[src/core/event_counter_pkg.sv]
// Package for the edge or cycle event counter: register map, field layout,
// reset values and timing counts.
// Assumes a 32-bit AHB-Lite register bus and a single 250 MHz clock.
package event_counter_pkg;

	// Register byte offsets inside the 256-byte window selected by hsel.
	localparam logic [7:0] OFFSET_COUNTER_VALUE = 8'h00; // Counter value, read and write.
	localparam logic [7:0] OFFSET_CONTROL       = 8'h04; // Counter control register.
	localparam logic [7:0] OFFSET_IRQ_STATUS    = 8'h08; // Sticky status, read only.
	localparam logic [7:0] OFFSET_IRQ_CLEAR     = 8'h0C; // Write one to clear, reads zero.
	localparam logic [7:0] OFFSET_IRQ_ENABLE    = 8'h10; // Interrupt enable.

	// Widths of the stored registers.
	localparam int COUNTER_WIDTH = 8;
	localparam int CONTROL_WIDTH = 6;
	localparam int RATE_WIDTH    = 3;
	localparam int IRQ_WIDTH     = 1;

	// Field positions inside the control register.
	localparam int CTRL_RATE_LSB   = 0; // Prescaler ratio select, three bits.
	localparam int CTRL_ASSIGN_BIT = 3; // Prescaler assign bit, zero routes the prescaler here.
	localparam int CTRL_EDGE_BIT   = 4; // Count edge select, zero rising, one falling.
	localparam int CTRL_SOURCE_BIT = 5; // Count source, zero cycle clock, one pin edge.

	// Field position inside the status, clear and enable registers.
	localparam int IRQ_OVERFLOW_BIT = 0;

	// Reset values.
	localparam logic [COUNTER_WIDTH-1:0] COUNTER_RESET = 8'h00;
	localparam logic [CONTROL_WIDTH-1:0] CONTROL_RESET = 6'h00;
	localparam logic [IRQ_WIDTH-1:0]     IRQ_RESET     = 1'h0;
	localparam logic [31:0]              RDATA_RESET   = 32'h00000000;

	// Timing: the bus clock period and the instruction cycle of two clocks.
	localparam int CLOCK_PERIOD_NS  = 4;
	localparam int INSN_CYCLE_NS    = 8;
	localparam int INSN_CYCLE_CLKS  = INSN_CYCLE_NS / CLOCK_PERIOD_NS;
	localparam int INSN_DIV_WIDTH   = 4;

	// AHB transfer type and response codes.
	localparam logic [1:0] HTRANS_NONSEQ = 2'h2;
	localparam logic       HRESP_OKAY    = 1'h0;

endpackage : event_counter_pkg

[src/core/event_prescaler.sv]
// Shared prescaler: divides a tick stream by two to the power (rate + 1).
// Assumes tick and clear come from logic on the same clock.
`timescale 1ns/100ps
`default_nettype none

module event_prescaler
	import event_counter_pkg::*;
(
	input  wire logic                  hclk,      // Bus clock.
	input  wire logic                  hresetn,   // Asynchronous reset, active low.
	input  wire logic                  tick,      // One pulse per source event.
	input  wire logic                  clear,     // Clears the internal count.
	input  wire logic [RATE_WIDTH-1:0] rate,      // Ratio select, 0 gives 1:2, 7 gives 1:256.
	output logic                       out_tick   // One pulse per divided event.
);

	// Internal count of source events since the last clear or reset.
	logic [COUNTER_WIDTH-1:0] count;
	// Low bits of the count that must all be set before a pulse leaves.
	logic [COUNTER_WIDTH-1:0] mask;

	// The mask holds rate + 1 ones in its low bits.
	assign mask = COUNTER_WIDTH'((9'h002 << rate) - 9'h001);

	// A pulse leaves on the source event that completes a full ratio.
	assign out_tick = tick && !clear && ((count | ~mask) == 8'hFF);

	// Reset and the clear input empty the count; a tick advances it.
	always_ff @(posedge hclk or negedge hresetn) begin
		if (!hresetn) begin
			count <= COUNTER_RESET;
		end else if (clear) begin
			// A counter write empties the prescaler.
			count <= COUNTER_RESET;
		end else if (tick) begin
			// Bits above the mask wrap harmlessly.
			count <= count + 8'h01;
		end
	end

endmodule : event_prescaler

`default_nettype wire

[src/core/event_counter_top.sv]
// Edge or cycle event counter with an AHB-Lite register slave and an
// overflow interrupt.
// Assumes one 250 MHz clock; the counter pin is asynchronous to it.
//
// How it works
// - pin edges count, edge chosen by bit four.
// - internal mode counts instruction cycle clock ticks.
// - software reads and writes the counter value.
// - prescaler assign bit clear routes the prescaler.
// - only counter writes clear the prescaler count.
// - eight bit counter wraps to zero on overflow.
// - overflow sets sticky flag until software clears.
`timescale 1ns/100ps
`default_nettype none

module event_counter_top
	import event_counter_pkg::*;
(
	input  wire logic        hclk,        // Bus clock, 250 MHz.
	input  wire logic        hresetn,     // Asynchronous reset, active low.
	input  wire logic        hsel,        // Slave select.
	input  wire logic [31:0] haddr,       // Byte address.
	input  wire logic [1:0]  htrans,      // Transfer type.
	input  wire logic        hwrite,      // Write when high.
	input  wire logic [2:0]  hsize,       // Transfer size, whole words only.
	input  wire logic [31:0] hwdata,      // Write data, valid in the data phase.
	input  wire logic        hready,      // Bus ready from the interconnect.
	output logic             hreadyout,   // Slave ready, never stretched.
	output logic             hresp,       // Response, always OKAY.
	output logic [31:0]      hrdata,      // Read data from a flip-flop.
	input  wire logic        counter_pin, // External pulse source, asynchronous.
	output logic             irq          // Level interrupt request.
);

	// Address phase captured for the following data phase.
	logic                       data_write;     // A write data phase is in progress.
	logic [7:0]                 data_offset;    // Offset of the pending write.
	logic                       addr_accept;    // An address phase is taken this edge.

	// Stored registers.
	logic [COUNTER_WIDTH-1:0]   event_counter_value;        // The counter itself.
	logic [CONTROL_WIDTH-1:0]   counter_control_register;   // Mode and prescaler control.
	logic [IRQ_WIDTH-1:0]       interrupt_status_register;  // Sticky event flags.
	logic [IRQ_WIDTH-1:0]       interrupt_enable;           // Interrupt enables.

	// Decoded write strobes in the data phase.
	logic                       write_counter;  // Software writes the counter.
	logic                       write_control;  // Software writes the control register.
	logic                       write_clear;    // Software writes the clear register.
	logic                       write_enable;   // Software writes the enable register.

	// Pin synchroniser and edge detection.
	logic                       pin_meta;       // First synchroniser stage.
	logic                       pin_sync;       // Second synchroniser stage.
	logic                       pin_prev;       // Previous synchronised level.
	logic                       pin_edge;       // Selected edge seen on the pin.

	// Count sources.
	logic [INSN_DIV_WIDTH-1:0]  insn_div;       // Instruction cycle divider.
	logic                       insn_tick;      // One pulse per instruction cycle.
	logic                       source_tick;    // Event from the selected source.
	logic                       presc_tick;     // Event after the prescaler.
	logic                       count_tick;     // Event that advances the counter.
	logic                       overflow;       // Counter wraps this cycle.

	// Control fields.
	logic                       count_edge_select;      // Zero rising, one falling.
	logic                       prescaler_assign_bit;   // Zero routes the prescaler here.
	logic                       source_is_pin;          // One counts pin edges.
	logic [RATE_WIDTH-1:0]      presc_rate;             // Prescaler ratio select.

	assign count_edge_select    = counter_control_register[CTRL_EDGE_BIT];
	assign prescaler_assign_bit = counter_control_register[CTRL_ASSIGN_BIT];
	assign source_is_pin        = counter_control_register[CTRL_SOURCE_BIT];
	assign presc_rate           = counter_control_register[CTRL_RATE_LSB +: RATE_WIDTH];

	// The slave never inserts wait states and always answers OKAY.
	assign hreadyout = 1'b1;
	assign hresp     = HRESP_OKAY;

	// An address phase counts only when selected, non-idle and the bus is ready.
	assign addr_accept = hsel && htrans[1] && hready;

	// Write strobes act in the data phase, when hwdata stands.
	assign write_counter = data_write && (data_offset == OFFSET_COUNTER_VALUE);
	assign write_control = data_write && (data_offset == OFFSET_CONTROL);
	assign write_clear   = data_write && (data_offset == OFFSET_IRQ_CLEAR);
	assign write_enable  = data_write && (data_offset == OFFSET_IRQ_ENABLE);

	// Capture the address phase of a write for use in its data phase.
	always_ff @(posedge hclk or negedge hresetn) begin
		if (!hresetn) begin
			data_write  <= 1'b0;
			data_offset <= 8'h00;
		end else if (addr_accept) begin
			// The low two offset bits are dropped, so unaligned offsets decode as their word.
			data_write  <= hwrite;
			data_offset <= {haddr[7:2], 2'b00};
		end else begin
			data_write  <= 1'b0;
		end
	end

	// Read data is sampled at the address phase edge and stands in the data phase.
	always_ff @(posedge hclk or negedge hresetn) begin
		if (!hresetn) begin
			hrdata <= RDATA_RESET;
		end else if (addr_accept && !hwrite) begin
			// Byte lanes are ignored, as for writes, so the read decode matches the write decode.
			case ({haddr[7:2], 2'b00})
				// The counter reads back as an ordinary register.
				OFFSET_COUNTER_VALUE: hrdata <= {24'h000000, event_counter_value};
				OFFSET_CONTROL:       hrdata <= {26'h0000000, counter_control_register};
				OFFSET_IRQ_STATUS:    hrdata <= {31'h00000000, interrupt_status_register};
				OFFSET_IRQ_ENABLE:    hrdata <= {31'h00000000, interrupt_enable};
				// Clear register and unmapped offsets read as zero.
				default:              hrdata <= RDATA_RESET;
			endcase
		end else begin
			hrdata <= RDATA_RESET;
		end
	end

	// Control register written by software.
	always_ff @(posedge hclk or negedge hresetn) begin
		if (!hresetn) begin
			counter_control_register <= CONTROL_RESET;
		end else if (write_control) begin
			counter_control_register <= hwdata[CONTROL_WIDTH-1:0];
		end
	end

	// Interrupt enable register written by software.
	always_ff @(posedge hclk or negedge hresetn) begin
		if (!hresetn) begin
			interrupt_enable <= IRQ_RESET;
		end else if (write_enable) begin
			interrupt_enable <= hwdata[IRQ_WIDTH-1:0];
		end
	end

	// Two flip-flops bring the pin into the clock domain; a third keeps history.
	always_ff @(posedge hclk or negedge hresetn) begin
		if (!hresetn) begin
			pin_meta <= 1'b0;
			pin_sync <= 1'b0;
			pin_prev <= 1'b0;
		end else begin
			pin_meta <= counter_pin;
			pin_sync <= pin_meta;
			pin_prev <= pin_sync;
		end
	end

	// The edge select bit picks a rising or a falling edge.
	assign pin_edge = count_edge_select ? (pin_prev && !pin_sync)
	                                    : (!pin_prev && pin_sync);

	// The instruction cycle is two bus clocks; this divider marks each one.
	always_ff @(posedge hclk or negedge hresetn) begin
		if (!hresetn) begin
			insn_div <= '0;
		end else if (insn_tick) begin
			insn_div <= '0;
		end else begin
			insn_div <= insn_div + 4'h1;
		end
	end

	assign insn_tick = (insn_div == INSN_DIV_WIDTH'(INSN_CYCLE_CLKS - 1));

	// Only the selected source feeds the counter path.
	// Pin edges in external mode, instruction cycles otherwise.
	assign source_tick = source_is_pin ? pin_edge : insn_tick;

	// Shared prescaler, emptied by every counter write.
	event_prescaler u_prescaler (
		.hclk     (hclk),
		.hresetn  (hresetn),
		.tick     (source_tick),
		.clear    (write_counter),
		.rate     (presc_rate),
		.out_tick (presc_tick)
	);

	// The prescaler feeds the counter only while the assign bit is clear.
	assign count_tick = prescaler_assign_bit ? source_tick : presc_tick;

	// Overflow is the wrap from the maximum value back to zero.
	assign overflow = count_tick && !write_counter && (event_counter_value == 8'hFF);

	// The counter: a software write wins over a count event in the same cycle.
	always_ff @(posedge hclk or negedge hresetn) begin
		if (!hresetn) begin
			event_counter_value <= COUNTER_RESET;
		end else if (write_counter) begin
			// Software loads a new value.
			event_counter_value <= hwdata[COUNTER_WIDTH-1:0];
		end else if (count_tick) begin
			// Eight bits wrap naturally from FF to 00.
			event_counter_value <= event_counter_value + 8'h01;
		end
	end

	// Sticky overflow flag: a new overflow wins over a clear in the same cycle.
	always_ff @(posedge hclk or negedge hresetn) begin
		if (!hresetn) begin
			interrupt_status_register <= IRQ_RESET;
		end else if (overflow) begin
			// Each wrap sets the flag.
			interrupt_status_register[IRQ_OVERFLOW_BIT] <= 1'b1;
		end else if (write_clear && hwdata[IRQ_OVERFLOW_BIT]) begin
			// Writing one to the clear register drops the flag.
			interrupt_status_register[IRQ_OVERFLOW_BIT] <= 1'b0;
		end
	end

	// The interrupt is high while any enabled flag is set.
	assign irq = |(interrupt_status_register & interrupt_enable);

endmodule : event_counter_top

`default_nettype wire

[config.mk]
export PLATFORM = sky130hd
export DESIGN_NAME = event_counter_top
export DESIGN_NICKNAME = d
export VERILOG_FILES = /design/src/core/event_counter_pkg.sv /design/src/core/event_prescaler.sv /design/src/core/event_counter_top.sv
export SDC_FILE = /design/constraint.sdc
export NUM_CORES = 1
export LEC_CHECK = 0
export BUFFER_PORTS_ARGS = -buffer_cell sky130_fd_sc_hd__buf_2
export CELL_PAD_IN_SITES_DETAIL_PLACEMENT = 1
export CELL_PAD_IN_SITES_GLOBAL_PLACEMENT = 1
export CORE_MARGIN = 2
export CORE_UTILIZATION = 35
export DETAILED_ROUTE_END_ITERATION = 16
export PLACE_DENSITY_LB_ADDON = 0.1
export SYNTH_ARGS = -nofsm -noshare
export SYNTH_HDL_FRONTEND = slang
export SYNTH_HIERARCHICAL = 1
export SYNTH_SLANG_ARGS = --single-unit
[constraint.sdc]
create_clock -name hclk -period 3.4 [get_ports hclk]
set_input_delay 0 -clock hclk [delete_from_list [all_inputs] [get_ports hclk]]
set_output_delay 0 -clock hclk [all_outputs]
set_load 0.01 [all_outputs]
# ---- Word-level counts from Yosys, hierarchy flattened
# Cells that the tools add are included.
# W data, S select, Z words.
dict set report word_totals {
  out_inout_bits 35
  word_cells 65
  register_bits 70
  inputBits 75
}
dict set report op_classes {
  n_reduce_logical 23
  shift 1
  mux 13
  n_bitwise 3
  n_eq_ne 9
  addsub 4
}
# operator count
set op_table {}
lappend op_table {{$mux W8} 5}
lappend op_table {{$pmux W8 S4} 1}
lappend op_table {{$add A8 B1 Y8 const B} 2}
lappend op_table {{$eq A8 B8 Y1 const B} 2}
lappend op_table {{$logic_and A1 B1 Y1} 14}
lappend op_table {{$eq A6 B1 Y1 const B} 2}
lappend op_table {{$eq A6 B2 Y1 const B} 2}
lappend op_table {{$eq A6 B3 Y1 const B} 2}
lappend op_table {{$logic_not A8 Y1} 1}
lappend op_table {{$not A8 Y8} 1}
lappend op_table {{$or A8 B8 Y8} 1}
lappend op_table {{$shl A2 B3 Y8 const A} 1}
lappend op_table {{$sub A8 B1 Y8 const B} 1}
lappend op_table {{$logic_not A6 Y1} 1}
lappend op_table {{$mux W1} 6}
lappend op_table {{$reduce_bool A2 Y1} 3}
lappend op_table {{$add A4 B1 Y4 const B} 1}
lappend op_table {{$eq A4 B1 Y1 const B} 1}
lappend op_table {{$logic_not A1 Y1} 4}
lappend op_table {{$mux W4} 1}
lappend op_table {{$and A1 B1 Y1} 1}

# ---- Depth between registers and ports, before layout
dict set report logic_depth {
  word_depth 10
  depth_mapped 13
  ltp_nobuf 12
}

# ---- Modules after synthesis
# The synthesis kept the hierarchy.
# mod n_inst seq_area_each_um2 area_each_um2 cells_per_inst
set modules_own_cells {}
lappend modules_own_cells {event_counter_top 1 950.9 1931.9 181}
lappend modules_own_cells {event_prescaler 1 200.2 520.5 57}

# ---- Worst setup path after synthesis
# Ideal clock, no wire load.
dict set report synth_timing {
  kind {register to register}
  start {reg data_offset[5]}
  end {reg event_counter_value[1]}
  setup_time_ns 0.125
  arrival_time_ns 2.739
  stages_incl_launch_ff 11
  n_path_buf 2
  path_slack_ns 0.536
  path_cell_list {dfrtp_1 or4b_4 nor4_4 buf_2 clkbuf_1 a311oi_1 o21ai_1 a211oi_2 o22ai_1 mux2_2 mux2_2}
}
dict set report synth_via {
  elab_chain_cells 7
  word_cells_on_any_way 8
  classes_between {mux (2); reduce/logical (6)}
}
# element line
set synth_lines {}
lappend synth_lines {{from (decl)} event_counter_top.sv:37} ;# logic [7:0] data_offset;
lappend synth_lines {{from (signal assigned)} event_counter_top.sv:98} ;# data_offset <= {haddr[7:2], 2'b00};
lappend synth_lines {{$logic_not A8 Y1} event_counter_top.sv:85} ;# assign write_counter = data_write && (data_offset == OFFSET_COUNTER_VALUE);
lappend synth_lines {{$logic_and A1 B1 Y1} event_counter_top.sv:85}
lappend synth_lines {{named net write_counter} event_counter_top.sv:47} ;# logic write_counter;
lappend synth_lines {{$logic_not A1 Y1} event_prescaler.sv:26} ;# assign out_tick = tick && !clear && ((count | ~mask) == 8'hFF);
lappend synth_lines {{$logic_and A1 B1 Y1 (2 in a row)} event_prescaler.sv:26}
lappend synth_lines {{named net presc_tick} event_counter_top.sv:62} ;# logic presc_tick;
lappend synth_lines {{$mux W1} event_counter_top.sv:187} ;# assign count_tick = prescaler_assign_bit ? source_tick : presc_tick;
lappend synth_lines {{$reduce_bool A2 Y1 (no line)} --}
lappend synth_lines {{to (signal assigned)} event_counter_top.sv:198} ;# event_counter_value <= hwdata[COUNTER_WIDTH-1:0];
lappend synth_lines {{to (signal assigned)} event_counter_top.sv:201} ;# event_counter_value <= event_counter_value + 8'h01;
lappend synth_lines {{to (decl)} event_counter_top.sv:41} ;# logic [COUNTER_WIDTH-1:0] event_counter_value;
# The timed path passes the listed nets, and every way through them passes these cells.
# A chain may end at the register's enable or synchronous reset.

# ---- Worst setup path after layout
dict set report layout_timing {
  start {reg counter_control_register[1]}
  end {reg event_counter_value[1]}
}
dict set report layout_via {
  elab_chain_cells 8
}
# element line
set layout_lines {}
lappend layout_lines {{from (decl)} event_counter_top.sv:42} ;# logic [CONTROL_WIDTH-1:0] counter_control_register;
lappend layout_lines {{from (signal assigned)} event_counter_top.sv:129} ;# counter_control_register <= hwdata[CONTROL_WIDTH-1:0];
lappend layout_lines {{$shl A2 B3 Y8} event_prescaler.sv:23} ;# assign mask = COUNTER_WIDTH'((9'h002 << rate) - 9'h001);
lappend layout_lines {{$sub A8 B1 Y8} event_prescaler.sv:23}
lappend layout_lines {{$not A8 Y8} event_prescaler.sv:26}
lappend layout_lines {{$or A8 B8 Y8} event_prescaler.sv:26}
lappend layout_lines {{$eq A8 B8 Y1} event_prescaler.sv:26}
lappend layout_lines {{$logic_and A1 B1 Y1} event_prescaler.sv:26}
lappend layout_lines {{named net presc_tick} event_counter_top.sv:62}
lappend layout_lines {{$mux W1} event_counter_top.sv:187}
lappend layout_lines {{$reduce_bool A2 Y1 (no line)} --}
# The timed path passes the listed nets, and every way through them passes these cells.

==> impl_metrics.ini <==
[critical_path]
r2r-start = counter_control_register[1]$_DFFE_PN0P_
worstSetupPathType = register to register
worst_ep_required_time_ps = 3590
path_cells = or3_1 -> ha_1 -> o211ai_1 -> a311oi_1 -> o21ai_1 -> a211oi_2 -> o22ai_1 -> mux2_2 -> mux2_2
r2r_cells = 9
arrival_ps = 3120
cp_common_cell = mux2_2
crit_fanout = 9
endpoint_kind = register
critPathMaxStageDelay_ps = 480
r2r_end = event_counter_value[1]$_DFFE_PN0P_
cp-endpoint = event_counter_value[1]$_DFFE_PN0P_
critPathLaunchType = register
cp-startpoint = counter_control_register[1]$_DFFE_PN0P_
crit_slowest_cell = dfrtp_1
r2r_slack_ps = 470

[cells_and_area]
nets = 361
diodes = 0
drive_gt1_share_pct = 20.8
area_growth_syn_to_layout_pct = 16.3
final_common_cell = dfrtp_1
mostFrequentLayoutCells = dfrtp_1, buf_2, conb_1, nand2_1, nor2_1
fillers = 774

[synth]
syn-mean-instance-area_um2 = 10.3
synth_edf_count = 0
ys_types = 44
syn-instance-count = 238
async_flop_share_pct = 100
synthesis.area_um2 = 2450
yosysSeqAreaShare_pct = 46.9
yosys_warnings = 6
synth_top_flop_cell = dfrtp_1
synth_seq_cells = 46

[routing]
vias_per_cell = 4.62
wirelength_um = 5280
wl_per_cell_um = 13.9
first_pass_iters = 4
drtIter0Drc = 47
drt.antenna.violating_nets = 0
drc = 0
vias = 1754

[clock_network]
cts-resized-gates = 0
cts_buffers = 5
cts_tree = built
clk_pin_slew_ps = 90
h-tree-depth = 2
cts_setup_buffers = 0
clk_latency_ps = 300
cts-root-buf = clkbuf_8
clk_path_buf_depth = 2
clock_sinks = 46

[power_and_ir_drop]
ir_drop_uv = 230
total_leakage_power_uw = 0.00130
power_density_nw_per_um2 = 590
p_total_uw = 1680

[grt]
grt_pass1_wl_um = 8850
track_usage_pct = 15.1
grt_pass1_vias = 1728
antenna_found_initial = 0
grt_overflow_total = 0
grt_start_max_net_pins = 47

[floorplanning]
ios = 110
die_h_um = 87.7
dieWidth_um = 87.7
core_um2 = 6790
fp.dieArea_um2 = 7690
row_count = 30
start_util_pct = 36.1

[min_path]
hold_path_class = input port to register

[timing]
setup_tns_ps = 0
hold_viol_final = 0
slew_violations = 0
post-route-period-util_pct = 86.1
setup_violations = 0
clock_skew_ps = 8.69
post-route-min-period_ps = 2930
rsz0062_at_grt = false
max_freq_ghz = 0.341
max_slew_margin_pct = 30.7
worst_slew_pin_slew_ps = 1040

[placement]
io_buffers = 29
place_congestion = 0.761
hpwl_um = 3670

[flow_run]
drv_cap = 0

[outcome]
status = complete, no violations
critical path: cells and delay by family (launching register included):
kind                     cells  cell delay [ps]
flip-flops                   1              480
multiplexers                 2              560
AO/OA/AOI/OAI                5             1070
AND/OR/NAND/NOR              1              400
adder cells (fa/ha/maj)      1              300
cell usage after synthesis (2+ instances only):
cell      count  area, um^2
nor3_1        6        30.0
xor2_1        8        70.1
dfrtp_1      46        1150
conb_1        2        7.51
a31o_2        2        17.5
a21oi_1       2        10.0
mux2_2       13         146
ha_1          3        37.5
xnor2_1       7        61.3
o21ai_0      18        90.1
o22ai_1       2        12.5
nor3b_1       2        15.0
nand2_1      25        93.8
mux2i_1       9        90.1
nand3_1       4        20.0
nor2_1       22        82.6
or3_1         4        25.0
nand4_2       2        25.0
clkbuf_1      4        15.0
buf_4        26         195
inv_1         6        22.5
o211ai_1      3        22.5
routing by layer:
layer  up-vias  GRT usage [%]  wire (um)
met5         -              0          0
met4         0           5.45         74
met3         7           2.83        183
met2        38           23.6       2450
met1       853           20.9       2570
li1        856              -          -
repair_timing:
| item | 4_1_cts | 5_1_grt |
|---|---|---|
| setup endpoints to repair | 0 | 0 |
| endpoints found under the hold margin | 68 | 0 |
| hold buffers | 15 | 0 |
through the flow:
stage / util, % / cells / cell area (um^2) / setup WS (ps) / hold slack, ps
final: 42.0 / 380 / 2850 / 472 / 12.7
after global routing: 42.0 / 380 / 2850 / 182 / 16.9
after CTS: 42.0 / 380 / 2850 / 459 / 6.09
after detailed placement: 38.2 / 357 / 2600 / 481 / 110
after global placement: 38.2 / 357 / 2600 / 540 / 112
after floorplan: - / 262 / 2540 / 536 / -296
power breakdown:
group | switching (uW) | internal [uW]
registers | 152 | 664
clock network | 180 | 220
logic | 239 | 229
total | 571 | 1110
cells by family after synthesis:
family          synth area share (%)
fa+ha+maj                       1.53
other cells                    0.306
flops                           46.9
simple gates                    16.7
buf+inv                         10.2
mux                             9.64
xor+xnor                        5.36
compound gates                  9.34
layout make-up:
type / instances / area, um^2 / share of cell area, %
Multi-Input combinational cell: 178 / 1140 / 40.0
Sequential cell: 46 / 1150 / 40.4
Clock inverter: 1 / 30.0 / 1.05
Timing Repair Buffer: 46 / 310 / 10.9
Clock buffer: 7 / 76.3 / 2.68
Inverter: 6 / 22.5 / 0.789
Tap cell: 96 / 120 / 4.21
registers in the layout, indices dropped and copies added, names as in the netlist:
register	count
counter_control_register	6
data_offset	6
data_write	1
event_counter_value	8
hrdata	8
insn_div	4
interrupt_enable	1
interrupt_status_register	1
pin_meta	1
pin_prev	1
pin_sync	1
u_prescaler/count	8
worst min path at each step:
stage | start | end | slack [ps] | cells past startpoint
2_1_floorplan | hresetn | counter_control_register[0]$_DFFE_PN0P_ | -300 | 0
3_3_place_gp | counter_pin | pin_meta$_DFF_PN0_ | 110 | 1
3_5_place_dp | counter_pin | pin_meta$_DFF_PN0_ | 110 | 1
4_1_cts | haddr[4] | data_offset[4]$_DFFE_PN0N_ | 6 | 3
5_1_grt | haddr[4] | data_offset[4]$_DFFE_PN0N_ | 20 | 3
6_report | haddr[4] | data_offset[4]$_DFFE_PN0N_ | 10 | 3
No activity file was read; power rests on OpenSTA's default activity.
